`src/rtl/dpw_pkg.sv`:
```
// Shared constants for the dual PWM drive block with fault gating
package dpw_pkg;

  // System clock
  localparam int unsigned CLK_HZ          = 25_000_000;
  localparam int unsigned CLK_PERIOD_NS   = 40;

  // Overcurrent qualification window: strictly longer than this trips
  localparam int unsigned OC_QUAL_NS      = 1000;
  localparam int unsigned OC_QUAL_CYC     = (OC_QUAL_NS + CLK_PERIOD_NS - 1) / CLK_PERIOD_NS;

  // Default oscillator timing, counted in system clock cycles
  localparam int unsigned OSC_PERIOD_DEF  = 250;
  localparam int unsigned DEAD_DEF        = 8;
  localparam int unsigned MIN_PULSE_DEF   = 20;

  // Widths
  localparam int unsigned TW              = 16;

  // Channel count
  localparam int unsigned NUM_CH          = 2;

  // Reset values
  localparam logic        DRIVE_RST       = 1'b0;

endpackage

```
`src/rtl/dpw_osc.sv`:
```
// Common oscillator: period counter, period start pulse and charge pump clock
`timescale 1ns/1ns
module dpw_osc
  import dpw_pkg::*;
#(
  parameter int unsigned W = TW
)
(
  // Clock and reset
  input  wire logic         i_ref_clk,
  input  wire logic         i_srst,
  // Timing
  input  wire logic [W-1:0] i_period,
  // Status
  output logic      [W-1:0] o_phase,
  output logic              o_period_start,
  output logic              o_pump_clk
);

  logic [W-1:0] cnt_q;
  logic         pump_q;
  logic         wrap;

  initial
  begin
    if (W < 4) $error("dpw_osc: width too small");
  end

  // A period below two cycles cannot host a pulse; hold the counter at zero
  assign wrap = (cnt_q >= i_period - W'(1)) || (i_period < W'(2));

  always_ff @(posedge i_ref_clk)
  begin
    if (i_srst)
      cnt_q <= '0;
    else if (wrap)
      cnt_q <= '0;
    else
      cnt_q <= cnt_q + W'(1);
  end

  // Pump toggles twice per period so it runs at the oscillator rate
  always_ff @(posedge i_ref_clk)
  begin
    if (i_srst)
      pump_q <= 1'b0;
    else if (wrap || (cnt_q == (i_period >> 1)))
      pump_q <= ~pump_q;
  end

  assign o_phase        = cnt_q;
  assign o_period_start = (cnt_q == '0);
  assign o_pump_clk     = pump_q;

endmodule

```
`src/rtl/dpw_chan.sv`:
```
// One PWM channel: complementary pair, dead time, minimum duty clamp
`timescale 1ns/1ns
module dpw_chan
  import dpw_pkg::*;
#(
  parameter int unsigned W = TW
)
(
  // Clock and reset
  input  wire logic         i_ref_clk,
  input  wire logic         i_srst,
  // Oscillator
  input  wire logic [W-1:0] i_phase,
  input  wire logic [W-1:0] i_period,
  input  wire logic [W-1:0] i_dead,
  input  wire logic [W-1:0] i_min_pulse,
  // Decision and gating
  input  wire logic         i_cmp_high,
  input  wire logic         i_kill,
  // Drive
  output logic              o_drive_hi,
  output logic              o_drive_lo
);

  logic         raw;
  logic         raw_q;
  logic [W-1:0] dt_q;
  logic         hi_q;
  logic         lo_q;
  logic         force_on;
  logic         force_off;
  logic         hi_d;
  logic         lo_d;

  // Each side must pulse every period: high leg at period start,
  // low leg at period end, so neither can stay stuck
  assign force_on  = (i_phase < i_min_pulse);
  assign force_off = (i_phase >= i_period - i_min_pulse);
  assign raw       = force_on ? 1'b1 : (force_off ? 1'b0 : i_cmp_high);

  // Dead-time counter restarts on every edge of the raw decision
  always_ff @(posedge i_ref_clk)
  begin
    if (i_srst || i_kill)
    begin
      raw_q <= 1'b0;
      dt_q  <= i_dead;
    end
    else if (raw != raw_q)
    begin
      raw_q <= raw;
      dt_q  <= i_dead;
    end
    else if (dt_q != '0)
      dt_q  <= dt_q - W'(1);
  end

  // Neither leg is on while the dead-time counter runs
  assign hi_d = raw_q && (dt_q == '0) && (raw == raw_q);
  assign lo_d = !raw_q && (dt_q == '0) && (raw == raw_q);

  always_ff @(posedge i_ref_clk)
  begin
    if (i_srst || i_kill)
    begin
      hi_q <= DRIVE_RST;
      lo_q <= DRIVE_RST;
    end
    else
    begin
      hi_q <= hi_d;
      lo_q <= lo_d;
    end
  end

  // Kill also gates combinationally so a fault drops outputs at once
  assign o_drive_hi = hi_q && !i_kill;
  assign o_drive_lo = lo_q && !i_kill;

endmodule

```
`src/rtl/dpw_top.sv`:
```
// Dual synchronous PWM drive with overcurrent, undervoltage and disable gating
// Functional notes
// - Both channels share one oscillator and switch at one frequency.
// - Oscillator timing sets period, dead time and minimum pulse width.
// - Each channel makes a complementary drive pair from its comparator.
// - Configurable dead time keeps both legs of a pair low.
// - Minimum duty clamp makes every output pulse each period.
// - Low disable/status line forces all four drive outputs low.
// - Disable/status line is wired-low; both sides may pull it down.
// - Device pulls line low on overcurrent, excess current or undervoltage.
// - Lower-threshold current held over one microsecond shuts outputs down.
// - Upper-threshold excess current shuts outputs down immediately.
// - Undervoltage holds line low until supply and negative bias are good.
// - Charge pump switches at the oscillator frequency.
`timescale 1ns/1ns
module dpw_top
  import dpw_pkg::*;
#(
  parameter int unsigned W           = TW,
  parameter int unsigned OC_CYC      = OC_QUAL_CYC
)
(
  // Clock and reset
  input  wire logic              i_ref_clk,
  input  wire logic              i_srst,
  // Oscillator timing
  input  wire logic [W-1:0]      i_osc_period,
  input  wire logic [W-1:0]      i_dead_time,
  input  wire logic [W-1:0]      i_min_pulse,
  // Error comparator decisions, per channel
  input  wire logic [NUM_CH-1:0] i_err_cmp,
  // Current sense comparators, per channel
  input  wire logic [NUM_CH-1:0] i_oc_low,
  input  wire logic [NUM_CH-1:0] i_oc_high,
  // Supply monitors
  input  wire logic              i_vdd_ok,
  input  wire logic              i_negative_bias_ok,
  // Shared disable/status line (wired-low)
  input  wire logic              i_disable_status_line,
  output logic                   o_disable_status_line,
  output logic                   o_disable_status_line_oe,
  // Bridge gate drive
  output logic [NUM_CH-1:0]      o_bridge_gate_drive_hi,
  output logic [NUM_CH-1:0]      o_bridge_gate_drive_lo,
  // Charge pump
  output logic                   o_charge_pump_capacitor,
  // Status
  output logic                   o_oc_fault,
  output logic                   o_xc_fault,
  output logic                   o_uv_fault
);

  //////////////////////////////////////////////////////////////////////////////

  localparam int unsigned CW = $clog2(OC_CYC + 2);

  logic [W-1:0]          phase;
  logic [CW-1:0]         oc_cnt_q [NUM_CH];
  logic [NUM_CH-1:0]     oc_trip;
  logic                  oc_fault_q;
  logic                  xc_now;
  logic                  uv_now;
  logic                  int_fault;
  logic                  kill;

  initial
  begin
    if (OC_CYC < 1) $error("dpw_top: overcurrent count must be at least one");
    if (W < 4) $error("dpw_top: timing width too small");
  end

  //////////////////////////////////////////////////////////////////////////////
  // Common oscillator feeds both channels

  dpw_osc #(
    .W (W)
  ) u_osc (
    .i_ref_clk      (i_ref_clk),
    .i_srst         (i_srst),
    .i_period       (i_osc_period),
    .o_phase        (phase),
    .o_period_start (),
    .o_pump_clk     (o_charge_pump_capacitor)
  );

  //////////////////////////////////////////////////////////////////////////////
  // Overcurrent qualifier; counter saturates past the window

  for (genvar c = 0; c < NUM_CH; c++)
  begin : g_oc
    always_ff @(posedge i_ref_clk)
    begin
      if (i_srst || !i_oc_low[c])
        oc_cnt_q[c] <= '0;
      else if (oc_cnt_q[c] <= CW'(OC_CYC))
        oc_cnt_q[c] <= oc_cnt_q[c] + CW'(1);
    end
    assign oc_trip[c] = (oc_cnt_q[c] > CW'(OC_CYC));
  end

  // Overcurrent latches until reset so the bridge stays off after tripping
  always_ff @(posedge i_ref_clk)
  begin
    if (i_srst)
      oc_fault_q <= 1'b0;
    else if (|oc_trip)
      oc_fault_q <= 1'b1;
  end

  // Excess current bypasses any delay
  assign xc_now = |i_oc_high;

  // Lockout holds until both supplies are good
  assign uv_now = !i_vdd_ok || !i_negative_bias_ok;

  assign int_fault = oc_fault_q || (|oc_trip) || xc_now || uv_now;

  //////////////////////////////////////////////////////////////////////////////
  // Wired-low line: drive low only, never high

  assign o_disable_status_line    = 1'b0;
  assign o_disable_status_line_oe = int_fault;

  // External or internal low disables every bridge gate drive output
  assign kill = !i_disable_status_line || int_fault;

  //////////////////////////////////////////////////////////////////////////////
  // Channels

  for (genvar c = 0; c < NUM_CH; c++)
  begin : g_ch
    dpw_chan #(
      .W (W)
    ) u_chan (
      .i_ref_clk   (i_ref_clk),
      .i_srst      (i_srst),
      .i_phase     (phase),
      .i_period    (i_osc_period),
      .i_dead      (i_dead_time),
      .i_min_pulse (i_min_pulse),
      .i_cmp_high  (i_err_cmp[c]),
      .i_kill      (kill),
      .o_drive_hi  (o_bridge_gate_drive_hi[c]),
      .o_drive_lo  (o_bridge_gate_drive_lo[c])
    );
  end

  //////////////////////////////////////////////////////////////////////////////
  // Status

  assign o_oc_fault = oc_fault_q;
  assign o_xc_fault = xc_now;
  assign o_uv_fault = uv_now;

endmodule

```
`config.mk`:
```
export PLATFORM = sky130hd
export DESIGN_NAME = dpw_top
export DESIGN_NICKNAME = d
export VERILOG_FILES = /design/src/rtl/dpw_pkg.sv /design/src/rtl/dpw_osc.sv /design/src/rtl/dpw_chan.sv /design/src/rtl/dpw_top.sv
export SDC_FILE = /design/constraint.sdc
export NUM_CORES = 1
export LEC_CHECK = 0
export BUFFER_PORTS_ARGS = -buffer_cell sky130_fd_sc_hd__buf_4
export CAP_MARGIN = 5
export CORE_ASPECT_RATIO = 0.9
export CORE_UTILIZATION = 55
export DETAILED_ROUTE_END_ITERATION = 6
export PLACE_DENSITY = 0.85
export SLEW_MARGIN = 20
export SYNTH_ARGS = -nofsm -noshare
export SYNTH_HDL_FRONTEND = slang
export SYNTH_SLANG_ARGS = --single-unit
```
`constraint.sdc`:
```
create_clock -name i_ref_clk -period 4.7 [get_ports i_ref_clk]
set_clock_uncertainty 0.15 [all_clocks]
set_input_delay 0 -clock i_ref_clk [delete_from_list [all_inputs] [get_ports i_ref_clk]]
set_output_delay 0 -clock i_ref_clk [all_outputs]
set_load 0.005 [all_outputs]
```
Word level (Yosys, flattened, before mapping)
Memories as Yosys holds them, arrays and structs flattened.
Index checks and enable logic that the tools add are counted.

word-level totals
  register bits = 56
  RAM bits = 10
  bits of input ports = 59
  output and inout port bits = 10
  word-level logic and storage cells = 96
  memories = 1

cells by class
  $add $sub $neg = 7
  $lt $le $gt $ge = 8
  equality and inequality tests = 5
  mux-type cells = 22
  bitwise logic cells = 3
  reduce and logical (&&, ||, !) cells = 39

memories
  memory    words  width  read ports  clocked after memory_dff  wr ports  RTL line       text
  oc_cnt_q  2      5      2           0                         2         dpw_top.sv:58  logic [CW-1:0] oc_cnt_q [NUM_CH];

operator list
  cell                     number
  $mux W16                 6
  $sub A16 B1 Y16 const B  3
  $ge A16 B16 Y1           2
  $logic_not A16 Y1        2
  $reduce_bool A16 Y1      2
  $add A16 B1 Y16 const B  1
  $eq A16 B15 Y1           1
  $lt A16 B16 Y1           1
  $lt A16 B2 Y1 const B    1
  $sub A16 B16 Y16         1
  $mux W1                  14
  $logic_and A1 B1 Y1      12
  $add A5 B1 Y5 const B    2
  $gt A5 B5 Y1 const B     2
  $le A5 B5 Y1 const B     2
  $logic_or A1 B1 Y1       10
  $mux W5                  2
  $logic_not A1 Y1         8
  $reduce_bool A3 Y1       2
  $reduce_or A2 Y1         3
  $eq A1 B1 Y1             2
  $ne A1 B1 Y1             2
  $or A1 B1 Y1             2
  $not A1 Y1               1

Depth between registers and ports, before layout
An unclocked memory read counts as a cell.

  depth in word-level cells = 9
  depth in mapped cells = 19
  depth with buffers taken out = 18

Cells and area by module
A second synthesis with hierarchy kept.

second synthesis, totals
  cells, all modules = 787
  area total of the unflattened synthesis = 7215.7 µm²

by module, submodules not included
  module    instances  cells an instance  area each (µm²)  seq. area each (µm²)
  dpw_chan  2          270                2487.4           540.5
  dpw_osc   1          186                1555.2           340.3
  dpw_top   1          61                 685.7            320.3

Worst setup path before layout
No wires, ideal clock.

  kind = input port to flip-flop
  start = in i_osc_period[0]
  end = reg g_ch[0].u_chan.dt_q[10], data pin
  library setup time = 0.260 ns
  data arrival time = 3.638 ns
  data required time = 4.290 ns
  setup slack = 0.651 ns
  cell stages on the path = 19
  buffers on the path = 1
  path through = inv_1 > ha_1 > inv_1 > fa_1 > a21o_1 > a21oi_1 > o21ai_0 > a21oi_1 > o21bai_1 > a21oi_1 > xor2_1 > ha_1 > o21ai_0 > nor2_1 > o31ai_2 > a41oi_4 > mux2i_4 > buf_6 > mux2_4

on the way
  word-level cells in the longest chain between the ends = 7

ends and longest elaborated chain
  item                    RTL line        text
  start: declaration      dpw_top.sv:27   input wire logic [W-1:0] i_osc_period,
  $sub A16 B16 Y16        dpw_chan.sv:38  assign force_off = (i_phase >= i_period - i_min_pulse);
  $ge A16 B16 Y1          dpw_chan.sv:38
  $mux W1 (2 in series)   dpw_chan.sv:39  assign raw = force_on ? 1'b1 : (force_off ? 1'b0 : i_cmp_high);
  $ne A1 B1 Y1            dpw_chan.sv:49  else if (raw != raw_q)
  $mux W16                dpw_chan.sv:49
  $mux W16                dpw_chan.sv:44  if (i_srst || i_kill)
  end signal: assignment  dpw_chan.sv:47  dt_q <= i_dead;
  end signal: assignment  dpw_chan.sv:52  dt_q <= i_dead;
  end signal: assignment  dpw_chan.sv:55  dt_q <= dt_q - W'(1);
  end: declaration        dpw_chan.sv:27  logic [W-1:0] dt_q;

No other way between the ends.
A chain may end at the register's enable or synchronous reset.

Final worst setup path
  start = in i_osc_period[0]
  end = reg g_ch[0].u_chan.dt_q[6], data pin

Same word-level chain as after synthesis.

==> results by group <==
STA
  – Fin crit period: between 4000 and 5000 ps
  – Worst-margin pin slew: roughly 650 ps
  – Final Hold Viols: 0
  – Setup TNS: 0 ps
  – Slew HR: a little under three fifths
  – Fmax: 229 MHz
  – Final period utilization: 92.8%
  – # setup viols final: 0
  – RSZ-0062 raised after global routing: no
  – Max-slew violation count: 0

Cells and area
  – Fin util: around 68%
  – Antenna diode count: 0
  – Share of cells above drive strength 1: 19.2%
  – P&R area growth vs syn: 19.9%
  – Final net count: just over 800

Logic synthesis
  – Seq cells post-synth: 66
  – Synth area leaders: edfxtp_1 (22%), ha_1 (15%), dfxtp_1 (8.3%), xor2_1 (7.4%), xnor2_1 (5.9%)
  – Yosys cell types: 60
  – Syn Area/Cell: a little under 10 sq um
  – Yosys Warn Count: 0
  – Sequential-to-total area share from yosys stat: a little under a third
  – Post-Synthesis Cell Area: between 5000 and 6000 sq um
  – Largest area contributor in the netlist: edfxtp_1
  – Post-Synthesis Net Count: 727
  – Cell count after synthesis: about 600
  – Synth Flop Type: edfxtp_1
  – Top cell type's share of synthesized area: 21.9%
  – Post-synth ARST share: 0%
  – Post-synth EDFFs: between 40 and 50

Power
  – P per Cell Area: approximately 230 nW/um^2
  – Final Power: ~0.0016 W
  – Seq pwr share: about two fifths
  – Clock Power Share: 39.0%
  – Combinational power share: 19.5%
  – Internal Pwr Total: around 0.0012 W
  – Switching pwr: just over 0.0004 W
  – Pleak: just over 3 nW
  – Sw frac: between 20 and 30%
  – Max VDD drop: 0.165 mV

Critical path
  – Worst path slowest cell: fa_1
  – Delay-heaviest family, CP: compound AO/OA/AOI/OAI gates
  – Max incr delay on CP: 400 ps
  – Reg2Reg Depth: 9
  – Reg2reg start: u_osc.o_phase[7]$_SDFF_PP0_
  – CP arrival: approximately 4300 ps
  – CP Capture Type: flop
  – Crit path cell chain: buf_4 > inv_1 > ha_1 > inv_1 > fa_1 > a21o_1 > a21oi_1 > o21ai_0 > a21oi_1 > o21bai_1 > a21oi_1 > xor2_1 > ha_1 > nand2_1 > nor3_1 > o31ai_4 > a41oi_4 > mux2i_4 > buf_4 > mux2_2
  – Crit path launch: i_osc_period[0]
  – R2R Setup Slk: about 1300 ps
  – Cell mode on critical path: a21oi_1
  – Max FO, Critical Path: 15
  – Reg-to-Reg End: g_ch[0].u_chan.dt_q[6]$_DFFE_PP_
  – Worst Setup EP: g_ch[0].u_chan.dt_q[6]$_DFFE_PP_
  – Buf+Inv Stages, Crit Path: 4
  – Worst Path Required: ~4600 ps
  – CP Class: in -> reg
  – CP Launch Type: primary input
  – Crit path depth: 20

Route
  – Wire length per cell: 16.8 microns
  – Antenna viol nets, final: 0
  – WL final: 13,900 microns
  – Vias per cell: slightly below 6
  – DRT Pass-1 Iters: 4
  – Vias: 4,804
  – Drc violations: 0
  – DRT iter0 DRCs: around 300

CTS
  – Buffer count from post-CTS setup fixing: 0
  – CTS Sinks: 66
  – Clock root buffer: clkbuf_16
  – Clock Tree Buf Depth: 2
  – Cts bufs inserted: 9
  – Hold_buf cts: 21
  – Clock-pin transition on the worst setup and hold timing paths: about 60 ps
  – Post-CTS Resized: 0
  – Clock Latency Late Sink: around 320 ps
  – Htree depth: 3
  – TritonCTS clock tree: built

Die
  – Initial core utilization: between 50% and 60%
  – Die width: about 110 microns
  – Die Y: around 99 microns
  – Die area: approximately 11,000 sq um
  – I/O pins: roughly 70
  – Core area: ~10,000 sq um
  – Row cnt: 35

Job
  – Max Cap Violations: 0

Global routing
  – Initial antenna violation count: 0
  – First-pass GRT wire length: ~23,000 microns
  – Tot GR Track Use: between 20% and 30%
  – GRT Residual Overflow: 0
  – Vias in the first global route: 4,889
  – Maximum number of pins on one net before global-route repair: 17

Place
  – Port bufs: 67
  – Final HPWL DP: between 10,000 and 15,000 microns
  – Gpl congestion: roughly 0.86

Run status
  – Status: completed

Hold path
  – Hold_sp: i_oc_low[1]
  – Tightest Hold Check Type: in -> reg
power groups by stage:
| stage | logic, W | registers (W) | clock network [W] |
|---|---|---|---|
| 6_report | 0.000310 | 0.000659 | 0.000619 |
| 5_1_grt | 0.000347 | 0.000662 | 0.000657 |
| 4_1_cts | 0.000306 | 0.000658 | 0.000624 |
| 3_5_place_dp | 0.000290 | 0.000669 | 0 |
| 3_3_place_gp | 0.000274 | 0.000667 | 0 |
| 2_1_floorplan | 0.000191 | 0.000663 | 0 |
kinds of logic (layout without fill, tap and decap cells):
| logic type | count (synthesis) | after routing | share of synthesized area [%] |
|---|---|---|---|
| compound gates | 79 | 79 | 9.99 |
| xor+xnor | 88 | 88 | 13.4 |
| fa+ha+maj | 71 | 71 | 15.5 |
| buf+inv | 53 | 154 | 4.08 |
| flops | 66 | 66 | 30.2 |
| mux | 35 | 35 | 8.19 |
| other cells | 1 | 1 | 0.0651 |
| simple gates | 204 | 204 | 18.5 |
cell type report:
class / count / area [sq um]
timing repair buffer: 96 / 786
clock inverter: 2 / 10.0
inverter: 42 / 158
clock buffer: 14 / 265
tap: 129 / 161
sequential: 66 / 1740
fill: 740 / 3300
multi-input combinational: 478 / 3780
per-stage QoR:
step                      hold slack [ps]  instance area (sq um)  cells  setup WS, ps
final                                17.5                   6910    827           340
after global routing                 42.2                   6910    827          70.7
after CTS                            15.7                   6910    827           432
after detailed placement             99.0                   6420    790           116
after global placement               99.3                   6420    790           299
after floorplan                      -102                   5760    597           651
placed cells by master, fill, tap and decap left out, types with 3 or more instances in the layout:
master	n
dlygate4sd3_1	21
o21a_1	3
dfxtp_1	24
a211oi_1	5
nand3_1	15
or2_2	5
a31oi_1	4
clkbuf_16	10
a21o_1	10
nor4_1	10
inv_1	42
nand2b_1	8
xnor2_1	39
xor2_1	49
nor3_1	20
nand4_1	10
mux2_4	16
nand2_1	33
nor3b_1	3
and3_1	12
o21bai_1	4
mux2i_1	4
ha_1	70
clkbuf_1	4
buf_4	74
nor2b_1	7
a21oi_1	24
nand3b_1	4
or4_1	3
edfxtp_1	42
o21ai_0	10
mux2_2	13
nor2_1	59
layer usage:
metal	routed length [microns]	vias up	track usage [%]	part of all wire (%)
met5	0	-	0	0
met4	516	0	11.2	3.7
met3	648	39	4.46	4.7
met2	6840	146	47.0	49
met1	5900	2289	34.7	42
li1	-	2330	-	-
synth_stat cells, drive strengths merged (3+ instances only):
master,n
nand3b,4
xor2,49
a21o,10
nand3,15
a41oi,4
a31oi,4
nor2,59
inv,42
edfxtp,42
ha,70
xnor2,39
mux2i,6
nand4,10
or4,4
o21ai,11
buf,9
nor2b,7
o21a,3
a211oi,5
o21bai,4
mux2,29
or2,7
nand2b,8
dfxtp,24
nor3,20
nand2,33
a21oi,25
nor3b,3
and3,12
nor4,12
registers in the layout, summed over array words and instances, names as in the netlist:
name,count
g_ch.u_chan.dt_q,32
u_osc.o_phase,16
oc_cnt_q,10
g_ch.u_chan.hi_q,2
g_ch.u_chan.lo_q,2
g_ch.u_chan.raw_q,2
o_oc_fault,1
u_osc.o_pump_clk,1
worst reg2reg max path, cell delays in order, from the launching register on:
cell,delay (ps)
dfxtp_1,420
ha_1,350
nand2_1,60
or4_1,510
o21ai_1,290
a21oi_2,180
a41oi_4,250
mux2i_4,250
buf_4,300
mux2_2,400
worst min path at each step:
stage	cells past startpoint	end	slack, ps
floorplan	1	o_uv_fault	-100
global placement	3	o_uv_fault	100
detailed placement	3	o_uv_fault	100
CTS	2	oc_cnt_q[1][4]$_SDFFCE_PN0P_	20
global route	2	oc_cnt_q[1][4]$_SDFFCE_PN0P_	40
finish	2	oc_cnt_q[1][4]$_SDFFCE_PN0P_	20
No activity file was read; power rests on OpenSTA's default activity.
